==> src/hw/capcmp_pkg.sv <==
// Constants shared by the capture/compare/PWM unit
package capcmp_pkg;
  // Register byte offsets on the AXI4-Lite bus
  localparam logic [7:0] OFF_CTRL = 8'h00;
  localparam logic [7:0] OFF_DATA_LO = 8'h04;
  localparam logic [7:0] OFF_DATA_HI = 8'h08;
  localparam logic [7:0] OFF_TIMER_ASSIGN = 8'h0C;
  localparam logic [7:0] OFF_FIRST_TIMER_HIGH_BYTE_OVERLAY = 8'h10;
  localparam logic [7:0] OFF_SHADOW = 8'h14;
  localparam logic [7:0] OFF_FLAG = 8'h18;
  // Control register fields
  localparam int CTRL_MODE_LSB = 0;
  localparam int CTRL_DUTY_LSB = 4;
  localparam logic [7:0] CTRL_RESET = 8'h00;
  localparam logic [7:0] CTRL_IMPL_MASK = 8'h3F;
  // Mode field encodings
  localparam logic [3:0] MODE_OFF = 4'h0;
  localparam logic [3:0] MODE_RSVD_A = 4'h1;
  localparam logic [3:0] MODE_TOGGLE = 4'h2;
  localparam logic [3:0] MODE_RSVD_B = 4'h3;
  localparam logic [3:0] MODE_CAP_FALL = 4'h4;
  localparam logic [3:0] MODE_CAP_RISE = 4'h5;
  localparam logic [3:0] MODE_CAP_RISE4 = 4'h6;
  localparam logic [3:0] MODE_CAP_RISE16 = 4'h7;
  localparam logic [3:0] MODE_CMP_HIGH = 4'h8;
  localparam logic [3:0] MODE_CMP_LOW = 4'h9;
  localparam logic [3:0] MODE_CMP_SOFT = 4'hA;
  localparam logic [3:0] MODE_CMP_SPECIAL = 4'hB;
  // Prescaler terminal counts (edges minus one)
  localparam logic [3:0] PRESC_LAST4 = 4'h3;
  localparam logic [3:0] PRESC_LAST16 = 4'hF;
  // Timer interconnect options
  localparam logic [1:0] ASSIGN_ALL_LOW = 2'h0;
  localparam logic [1:0] ASSIGN_FIRST_ENH = 2'h1;
  localparam logic [1:0] ASSIGN_TWO_ENH = 2'h2;
  localparam logic [1:0] ASSIGN_ALL_HIGH = 2'h3;
  // AXI responses
  localparam logic [1:0] RESP_OKAY = 2'h0;
  localparam logic [1:0] RESP_SLVERR = 2'h2;
endpackage

==> src/hw/capcmp_unit.sv <==
// Standard capture/compare/PWM unit with AXI4-Lite register slave
// Overview of operation
// - Mode zero disables and clears; reserved codes idle.
// - Codes 4-7 select falling/rising/4th/16th edge capture.
// - Code 2 toggles pin on match, sets flag.
// - Code 8 starts pin low, match forces high.
// - Code 9 starts pin high, match forces low.
// - Code A only flags; pin follows port latch.
// - Code B flags and pulses special event.
// - Codes 11xx are PWM with 10-bit duty.
// - Data bytes read/write; control bits 7:6 read zero.
// - Capture/compare uses 16-bit timer, PWM 8-bit.
// - Four timer interconnect options are supported.
// - Open-drain bit overlays timer high byte address.
// - Capture copies full 16-bit timer value.
// - Every capture sets flag until software clears.
// - New capture overwrites old value, no lock.
// - Edges observed on pad, so port writes capture.
// - Prescaler clears when off or capture left.
// - Prescale change keeps count, may raise flag.
// - Compare data with timer, act on equality.
`timescale 1ns/1ps
module capcmp_unit
  import capcmp_pkg::*;
#(
  parameter int UNIT_INDEX = 3
)(
  // Clock, reset, enable
  input wire logic clk_i,
  input wire logic rst_n_i,
  input wire logic ce_i,
  // AXI4-Lite write address and data
  input wire logic awvalid_i,
  output logic awready_o,
  input wire logic [7:0] awaddr_i,
  input wire logic wvalid_i,
  output logic wready_o,
  input wire logic [31:0] wdata_i,
  input wire logic [3:0] wstrb_i,
  // AXI4-Lite write response
  output logic bvalid_o,
  input wire logic bready_i,
  output logic [1:0] bresp_o,
  // AXI4-Lite read
  input wire logic arvalid_i,
  output logic arready_o,
  input wire logic [7:0] araddr_i,
  output logic rvalid_o,
  input wire logic rready_i,
  output logic [31:0] rdata_o,
  output logic [1:0] rresp_o,
  // Shared timers
  input wire logic [15:0] first_timer_i,
  input wire logic [15:0] third_timer_i,
  input wire logic [7:0] second_timer_i,
  input wire logic [7:0] fourth_timer_i,
  // Pin and port
  input wire logic pin_i,
  input wire logic port_latch_i,
  input wire logic pin_direction_bit_i,
  output logic pin_o,
  output logic pin_oe_o,
  // Events
  output logic unit_interrupt_flag_o,
  output logic special_event_o,
  output logic [9:0] pwm_duty_o
);

  // Interconnect decode: does this unit sit on the first/second timers
  function automatic logic uses_low_pair(input logic [1:0] code);
    case (code)
      ASSIGN_ALL_LOW: uses_low_pair = 1'b1;
      ASSIGN_FIRST_ENH: uses_low_pair = (UNIT_INDEX < 1);
      ASSIGN_TWO_ENH: uses_low_pair = (UNIT_INDEX < 2);
      default: uses_low_pair = 1'b0;
    endcase
  endfunction

  // Register state
  logic [7:0] unit_control_reg;
  logic [7:0] data_lo_reg;
  logic [7:0] data_hi_reg;
  logic [1:0] timer_assign_reg;
  logic open_drain_reg;
  logic shadow_select_reg;
  logic flag_reg;
  logic special_reg;
  logic [9:0] duty_reg;
  // Unit state
  logic [3:0] prev_mode_reg;
  logic [3:0] presc_reg;
  logic cmp_latch_reg;
  logic match_prev_reg;
  logic sync1_reg;
  logic sync2_reg;
  logic sync3_reg;
  // Bus state
  logic aw_hold_reg;
  logic [7:0] aw_addr_reg;
  logic w_hold_reg;
  logic [31:0] w_data_reg;
  logic w_strb0_reg;
  logic bvalid_reg;
  logic [1:0] bresp_reg;
  logic rvalid_reg;
  logic [31:0] rdata_reg;
  logic [1:0] rresp_reg;

  // Mode decoding
  wire logic [3:0] mode = unit_control_reg[CTRL_MODE_LSB +: 4];
  wire logic [1:0] duty_bits = unit_control_reg[CTRL_DUTY_LSB +: 2];
  wire logic is_capture = (mode[3:2] == 2'h1);
  wire logic is_compare = (mode == MODE_TOGGLE) || (mode[3:2] == 2'h2);
  wire logic is_pwm = (mode[3:2] == 2'h3);
  wire logic entering = (mode != prev_mode_reg);

  // Timer selection
  wire logic low_pair = uses_low_pair(timer_assign_reg);
  wire logic [15:0] timer16 = low_pair ? first_timer_i : third_timer_i;
  wire logic [7:0] timer8 = low_pair ? second_timer_i : fourth_timer_i;
  wire logic [15:0] data16 = {data_hi_reg, data_lo_reg};

  // Edge detection on the synchronized pad level
  wire logic rise = sync2_reg && !sync3_reg;
  wire logic fall = !sync2_reg && sync3_reg;
  wire logic presc_step = rise && (mode == MODE_CAP_RISE4 || mode == MODE_CAP_RISE16);
  wire logic [3:0] presc_last = (mode == MODE_CAP_RISE16) ? PRESC_LAST16 : PRESC_LAST4;
  wire logic cap_fire = (mode == MODE_CAP_FALL && fall) || (mode == MODE_CAP_RISE && rise) ||
                        (presc_step && presc_reg == presc_last);
  wire logic [3:0] presc_next = !is_capture ? 4'h0 :
                                !presc_step ? presc_reg :
                                (presc_reg == presc_last) ? 4'h0 : presc_reg + 4'h1;

  // Compare equality, acted on at its first cycle only
  wire logic match_now = (timer16 == data16);
  wire logic match_evt = is_compare && match_now && !match_prev_reg;

  // Compare output latch next value
  wire logic latch_next = (mode == MODE_OFF) ? 1'b0 :
                          (entering && mode == MODE_CMP_HIGH) ? 1'b0 :
                          (entering && mode == MODE_CMP_LOW) ? 1'b1 :
                          (match_evt && mode == MODE_TOGGLE) ? !cmp_latch_reg :
                          (match_evt && mode == MODE_CMP_HIGH) ? 1'b1 :
                          (match_evt && mode == MODE_CMP_LOW) ? 1'b0 : cmp_latch_reg;

  // Pin drive with optional open drain
  wire logic pwm_level = ({timer8, 2'h0} < duty_reg);
  wire logic unit_drives = is_pwm || (is_compare && mode != MODE_CMP_SOFT);
  wire logic pin_value = !unit_drives ? port_latch_i : is_pwm ? pwm_level : cmp_latch_reg;
  wire logic od_active = open_drain_reg && (is_compare || is_pwm);
  assign pin_o = od_active ? 1'b0 : pin_value;
  assign pin_oe_o = !pin_direction_bit_i && (!od_active || !pin_value);

  // Bus handshakes and write decode
  assign awready_o = ce_i && !aw_hold_reg;
  assign wready_o = ce_i && !w_hold_reg;
  assign arready_o = ce_i && !rvalid_reg;
  wire logic aw_take = awvalid_i && awready_o;
  wire logic w_take = wvalid_i && wready_o;
  wire logic ar_take = arvalid_i && arready_o;
  wire logic do_write = ce_i && aw_hold_reg && w_hold_reg && !bvalid_reg;
  wire logic wr_ok = do_write && w_strb0_reg;
  wire logic [7:0] wbyte = w_data_reg[7:0];
  wire logic wr_ctrl = wr_ok && aw_addr_reg == OFF_CTRL;
  wire logic wr_lo = wr_ok && aw_addr_reg == OFF_DATA_LO;
  wire logic wr_hi = wr_ok && aw_addr_reg == OFF_DATA_HI;
  wire logic wr_assign = wr_ok && aw_addr_reg == OFF_TIMER_ASSIGN;
  wire logic wr_od = wr_ok && aw_addr_reg == OFF_FIRST_TIMER_HIGH_BYTE_OVERLAY && shadow_select_reg;
  wire logic wr_shadow = wr_ok && aw_addr_reg == OFF_SHADOW;
  wire logic flag_clr = wr_ok && aw_addr_reg == OFF_FLAG && wbyte[0];
  wire logic flag_set = cap_fire || match_evt;
  wire logic aw_mapped = (aw_addr_reg <= OFF_FLAG) && (aw_addr_reg[1:0] == 2'h0);

  // Read mux
  wire logic ar_mapped = (araddr_i <= OFF_FLAG) && (araddr_i[1:0] == 2'h0);
  wire logic [7:0] overlay_byte = shadow_select_reg ? {7'h00, open_drain_reg} : first_timer_i[15:8];
  wire logic [7:0] rd_byte = (araddr_i == OFF_CTRL) ? (unit_control_reg & CTRL_IMPL_MASK) :
                             (araddr_i == OFF_DATA_LO) ? data_lo_reg :
                             (araddr_i == OFF_DATA_HI) ? data_hi_reg :
                             (araddr_i == OFF_TIMER_ASSIGN) ? {6'h00, timer_assign_reg} :
                             (araddr_i == OFF_FIRST_TIMER_HIGH_BYTE_OVERLAY) ? overlay_byte :
                             (araddr_i == OFF_SHADOW) ? {7'h00, shadow_select_reg} :
                             (araddr_i == OFF_FLAG) ? {7'h00, flag_reg} : 8'h00;

  // Pin synchronizer
  always_ff @(posedge clk_i)
  begin
    if (!rst_n_i)
    begin
      sync1_reg <= 1'b0;
      sync2_reg <= 1'b0;
      sync3_reg <= 1'b0;
    end
    else if (ce_i)
    begin
      sync1_reg <= pin_i;
      sync2_reg <= sync1_reg;
      sync3_reg <= sync2_reg;
    end
  end

  // Control and configuration registers
  always_ff @(posedge clk_i)
  begin
    if (!rst_n_i)
    begin
      unit_control_reg <= CTRL_RESET;
      timer_assign_reg <= ASSIGN_ALL_LOW;
      open_drain_reg <= 1'b0;
      shadow_select_reg <= 1'b0;
    end
    else if (ce_i)
    begin
      if (wr_ctrl)
        unit_control_reg <= wbyte & CTRL_IMPL_MASK;
      if (wr_assign)
        timer_assign_reg <= wbyte[1:0];
      if (wr_od)
        open_drain_reg <= wbyte[0];
      if (wr_shadow)
        shadow_select_reg <= wbyte[0];
    end
  end

  // Data pair: a capture beats a software write in the same cycle
  always_ff @(posedge clk_i)
  begin
    if (!rst_n_i)
    begin
      data_lo_reg <= 8'h00;
      data_hi_reg <= 8'h00;
    end
    else if (ce_i)
    begin
      if (cap_fire)
      begin
        data_lo_reg <= timer16[7:0];
        data_hi_reg <= timer16[15:8];
      end
      else
      begin
        if (wr_lo)
          data_lo_reg <= wbyte;
        if (wr_hi)
          data_hi_reg <= wbyte;
      end
    end
  end

  // Unit state: flag, prescaler, compare latch, special event
  always_ff @(posedge clk_i)
  begin
    if (!rst_n_i)
    begin
      flag_reg <= 1'b0;
      special_reg <= 1'b0;
      duty_reg <= 10'h000;
      prev_mode_reg <= MODE_OFF;
      presc_reg <= 4'h0;
      cmp_latch_reg <= 1'b0;
      match_prev_reg <= 1'b0;
    end
    else if (ce_i)
    begin
      flag_reg <= flag_set || (flag_reg && !flag_clr);
      special_reg <= match_evt && mode == MODE_CMP_SPECIAL;
      duty_reg <= is_pwm ? {data_lo_reg, duty_bits} : 10'h000;
      prev_mode_reg <= mode;
      presc_reg <= presc_next;
      cmp_latch_reg <= latch_next;
      match_prev_reg <= is_compare && match_now;
    end
  end

  // AXI write channel
  always_ff @(posedge clk_i)
  begin
    if (!rst_n_i)
    begin
      aw_hold_reg <= 1'b0;
      aw_addr_reg <= 8'h00;
      w_hold_reg <= 1'b0;
      w_data_reg <= 32'h0000_0000;
      w_strb0_reg <= 1'b0;
      bvalid_reg <= 1'b0;
      bresp_reg <= RESP_OKAY;
    end
    else if (ce_i)
    begin
      if (aw_take)
      begin
        aw_hold_reg <= 1'b1;
        aw_addr_reg <= awaddr_i;
      end
      else if (do_write)
        aw_hold_reg <= 1'b0;
      if (w_take)
      begin
        w_hold_reg <= 1'b1;
        w_data_reg <= wdata_i;
        w_strb0_reg <= wstrb_i[0];
      end
      else if (do_write)
        w_hold_reg <= 1'b0;
      if (do_write)
      begin
        bvalid_reg <= 1'b1;
        bresp_reg <= aw_mapped ? RESP_OKAY : RESP_SLVERR;
      end
      else if (bready_i)
        bvalid_reg <= 1'b0;
    end
  end

  // AXI read channel
  always_ff @(posedge clk_i)
  begin
    if (!rst_n_i)
    begin
      rvalid_reg <= 1'b0;
      rdata_reg <= 32'h0000_0000;
      rresp_reg <= RESP_OKAY;
    end
    else if (ce_i)
    begin
      if (ar_take)
      begin
        rvalid_reg <= 1'b1;
        rdata_reg <= {24'h000000, rd_byte};
        rresp_reg <= ar_mapped ? RESP_OKAY : RESP_SLVERR;
      end
      else if (rready_i)
        rvalid_reg <= 1'b0;
    end
  end

  // Output drive
  assign bvalid_o = bvalid_reg;
  assign bresp_o = bresp_reg;
  assign rvalid_o = rvalid_reg;
  assign rdata_o = rdata_reg;
  assign rresp_o = rresp_reg;
  assign unit_interrupt_flag_o = flag_reg;
  assign special_event_o = special_reg;
  assign pwm_duty_o = duty_reg;

  // Checks
  a_flag_sticky: assert property (@(posedge clk_i) disable iff (!rst_n_i)
    flag_reg && !(ce_i && flag_clr) |=> flag_reg)
    else $error("flag dropped without a clear");
  a_capture_load: assert property (@(posedge clk_i) disable iff (!rst_n_i)
    ce_i && cap_fire |=> data16 == $past(timer16))
    else $error("capture did not load timer value");
  a_off_clears: assert property (@(posedge clk_i) disable iff (!rst_n_i)
    ce_i && mode == MODE_OFF |=> presc_reg == 4'h0 && !cmp_latch_reg)
    else $error("disabled unit kept state");
  a_toggle_match: assert property (@(posedge clk_i) disable iff (!rst_n_i)
    ce_i && match_evt && mode == MODE_TOGGLE && !entering |=> cmp_latch_reg != $past(cmp_latch_reg) && flag_reg)
    else $error("toggle on match failed");
  a_force_high: assert property (@(posedge clk_i) disable iff (!rst_n_i)
    ce_i && entering && mode == MODE_CMP_HIGH |=> !cmp_latch_reg)
    else $error("set-high mode did not start low");
  a_force_low: assert property (@(posedge clk_i) disable iff (!rst_n_i)
    ce_i && match_evt && mode == MODE_CMP_LOW && !entering |=> !cmp_latch_reg && flag_reg)
    else $error("set-low mode did not force low");
  a_special_pulse: assert property (@(posedge clk_i) disable iff (!rst_n_i)
    ce_i && match_evt && mode == MODE_CMP_SPECIAL |=> special_event_o && flag_reg)
    else $error("special event missing");
  a_soft_pin: assert property (@(posedge clk_i) disable iff (!rst_n_i)
    mode == MODE_CMP_SOFT && !open_drain_reg |-> pin_o == port_latch_i)
    else $error("soft interrupt mode disturbed pin");
  a_pwm_duty: assert property (@(posedge clk_i) disable iff (!rst_n_i)
    ce_i && is_pwm |=> pwm_duty_o == $past({data_lo_reg, duty_bits}))
    else $error("pwm duty assembled wrongly");
  a_rise16_count: assert property (@(posedge clk_i) disable iff (!rst_n_i)
    ce_i && is_capture && presc_step && presc_reg != presc_last |=> presc_reg == $past(presc_reg) + 4'h1)
    else $error("prescaler did not advance");

endmodule

==> config.mk <==
export PLATFORM = sky130hd
export DESIGN_NAME = capcmp_unit
export DESIGN_NICKNAME = d
export VERILOG_FILES = /design/src/hw/capcmp_pkg.sv /design/src/hw/capcmp_unit.sv
export SDC_FILE = /design/constraint.sdc
export NUM_CORES = 1
export LEC_CHECK = 0
export BUFFER_PORTS_ARGS = -buffer_cell sky130_fd_sc_hd__buf_2
export CORE_MARGIN = 5
export CORE_UTILIZATION = 40
export CTS_BUF_LIST = sky130_fd_sc_hd__clkbuf_16
export DETAILED_ROUTE_END_ITERATION = 8
export PLACE_DENSITY_LB_ADDON = 0.2
export SLEW_MARGIN = 15
export SYNTH_ARGS = -nofsm -noshare
export SYNTH_HDL_FRONTEND = slang
export SYNTH_SLANG_ARGS = --single-unit
==> constraint.sdc <==
create_clock -name clk_i -period 3 [get_ports clk_i]
set_input_delay 0.3 -clock clk_i [delete_from_list [all_inputs] [get_ports clk_i]]
set_output_delay 0.3 -clock clk_i [all_outputs]
set_load 0.005 [all_outputs]
==> impl_metrics.toml <==
[status]
status = "finished clean"

[global_routing]
grtUsageTotal_pct = 21.1
grt_pass1_vias = 4786
use_met2_pct = 34.8
met1_usage_pct = 27.7
gr-total-overflow = 0
top_usage_layer = "met2"
grt_util_met3_pct = 3.93
antenna_found_initial = 0
grt_start_max_net_pins = 61
grt_pass1_wl_mm = 24.4

[synth]
synth-xor-area-share_pct = 2.51
synth-edff-count = 0
ys_warn_count = 0
ys.flop_type = "dfxtp_1"
yosys-mux-area-fraction_pct = 6.32
ys_top_cells_by_count = "nand2_1 (93), dfxtp_1 (82), a21oi_1 (55), nor2_1 (55), clkbuf_1 (32)"
synth_top_family_by_area = "simple AND/OR/NAND/NOR gates"
avgSynthCellArea_um2 = 7.68
synthTopCellsByArea = "dfxtp_1 (34%), nand2_1 (7.1%), a21oi_1 (5.6%), nor2_1 (4.2%), buf_4 (4.1%)"
synth_cells = 637
synth_adder_area_share_pct = 2.30
yosysMostFrequentCell = "nand2_1"
ys_seq_elements = 82
synth_compound_area_share_pct = 20.6
ys_types = 64
yosysTopAreaCell = "dfxtp_1"
synthSimpleGateAreaFrac_pct = 25.7
synth_top_area_share_pct = 33.5
seq_area_frac_synth_pct = 33.5
async_flop_share_pct = 0
syn-cell-area_um2 = 4890

[place]
hpwl_mm = 11.7
dp.cells = 875
dpl-instance-area_um2 = 5530
io_buffers = 112
gp_congestion = 0.866

[detailed_routing]
route.final.wire_length_mm = 15.8
wl_per_cell_um = 17.6
drtPass1Iterations = 6
vias = 4970
drt_iter0_drc = 333
ant_nets = 0
vias_per_cell = 5.51
drc = 0

[final_layout]
diodes = 0
drive_gt1_share_pct = 24.4
fin_util_pct = 49.8
fin_nets = 871
stdcell_count = 902
finalInstanceArea_um2 = 5980
synthToLayoutAreaGrowth_pct = 22.2
largest_register_ffs = 10

[clocking]
clock_latency_ps = 340
cts_sinks = 82
clockBufferDepth = 2
cts_tree = "done"
cts_made_buffers = 9
htreeDepth = 3
cts-root-buf = "clkbuf_16"
postCtsHoldBufs = 0
path_clk_slew_ps = 60

[die]
die-area_um2 = 14500
row_count = 40
core_um2 = 12000
chipHeight_um = 121
io_pins = 166
die_w_um = 121
initial_core_util_pct = 40.7

[sta]
period_share_pct = 96.8
final.setup_skew_ps = 6.12
hold_viol = 0
timing.hold.ws_ps = 196
finalSetupViolCount = 0
slew_headroom_pct = 57.8
min_period_ps = 2900
worstMarginPinSlew_ps = 627
timing.fmax_mhz = 344
finalMaxSlewViolations = 0

[pwr]
power_density_nw_per_um2 = 419
ir_worst_vdd_uv = 312
finalPower_uw = 2510
p_leak_uw = 0.00257

[setup_path]
endpoint_kind = "output port"
crit_path_start_kind = "flip-flop"
reg2regPathDepth = 8
crit_required_ps = 2700
r2r_start = "timer_assign_reg[1]"
crit_path_start = "timer_assign_reg[1]"
path_max_fanout = 4
worstSetupPathType = "reg2out"
crit_arrival_ps = 2600

[run]
drv_cap = 0

[hold_path]
holdPathStages = 3
holdCritStartpoint = "pin_i"
hold_class = "in2reg"
==> cells in the final DEF, fill, tap and decap left out, types with 14 or more instances in the layout <==
cell,count
nand2_1,90
a31oi_1,19
nand2b_1,23
a22o_1,14
inv_1,24
dfxtp_1,80
buf_4,26
buf_2,112
conb_1,26
nand3_1,31
o21ai_0,17
mux2i_1,19
nor2_1,54
a21oi_1,53
==> cells by family (layout without fill, tap and decap cells) <==
logic type               after synthesis  in the layout
multiplexers                          28             28
other                                  1             26
flip-flops                            82             82
adder cells (fa/ha/maj)                9              9
buffers and inverters                 88            180
XOR/XNOR                              14             14
AO/OA/AOI/OAI                        153            153
AND/OR/NAND/NOR                      262            263
==> per-stage QoR <==
| step | TNS, ps | worst slack [ps] |
|---|---|---|
| 6_report | 0 | 96.6 |
| 5_1_grt | -19.6 | -19.6 |
| 4_1_cts | 0 | 8.48 |
| 3_5_place_dp | 0 | 69.0 |
| 3_3_place_gp | 0 | 183 |
| 2_1_floorplan | 0 | 91.3 |
==> repair_timing <==
item / 4_1_cts / 5_1_grt
pin swaps: 4 / 10
endpoints found under the setup margin: 2 / 3
cloned: 1 / 1
setup buffers: 4 / 7
resized for setup: 6 / 13
==> per-layer routing <==
layer	vias up	wire, um
met1	2356	7120
met4	0	269
met2	164	7560
met5	-	0
li1	2431	-
met3	19	891
==> power by group <==
part	total, uW	internal (uW)	switching [uW]	leakage, uW
Combinational	276	114	162	0.00177
Clock	1100	642	462	0.000136
Sequential	1130	1110	18.2	0.000666
==> area by class of cell <==
class	count	area, um2
clock inverter	6	66.3
inverter	25	93.8
clock buffer	9	225
timing repair buffer	140	800
multi-input combinational	493	2960
fill	1209	6030
sequential	82	1650
tap	147	184
==> worst max-delay path, stage by stage, from the launching register on <==
cell and delay (ps):
dfxtp_4 360, or2_4 290, nand2_2 80, nand2_2 60
ha_4 230, nor3b_2 150, o21a_1 200, o21ai_2 140
a21oi_2 80, o21ai_2 170, a21oi_2 90, o31a_1 300
buf_2 130
==> path summary, 6_finish.rpt <==
| path | to | slack, ps |
|---|---|---|
| setup / recovery | pin_oe_o | 100 |
| hold / removal | sync1_reg | 200 |
| setup reg to reg | special_event_o | 100 |
| hold reg to reg | aw_addr_reg[7] | 460 |
No activity file was read; power rests on OpenSTA's default activity.
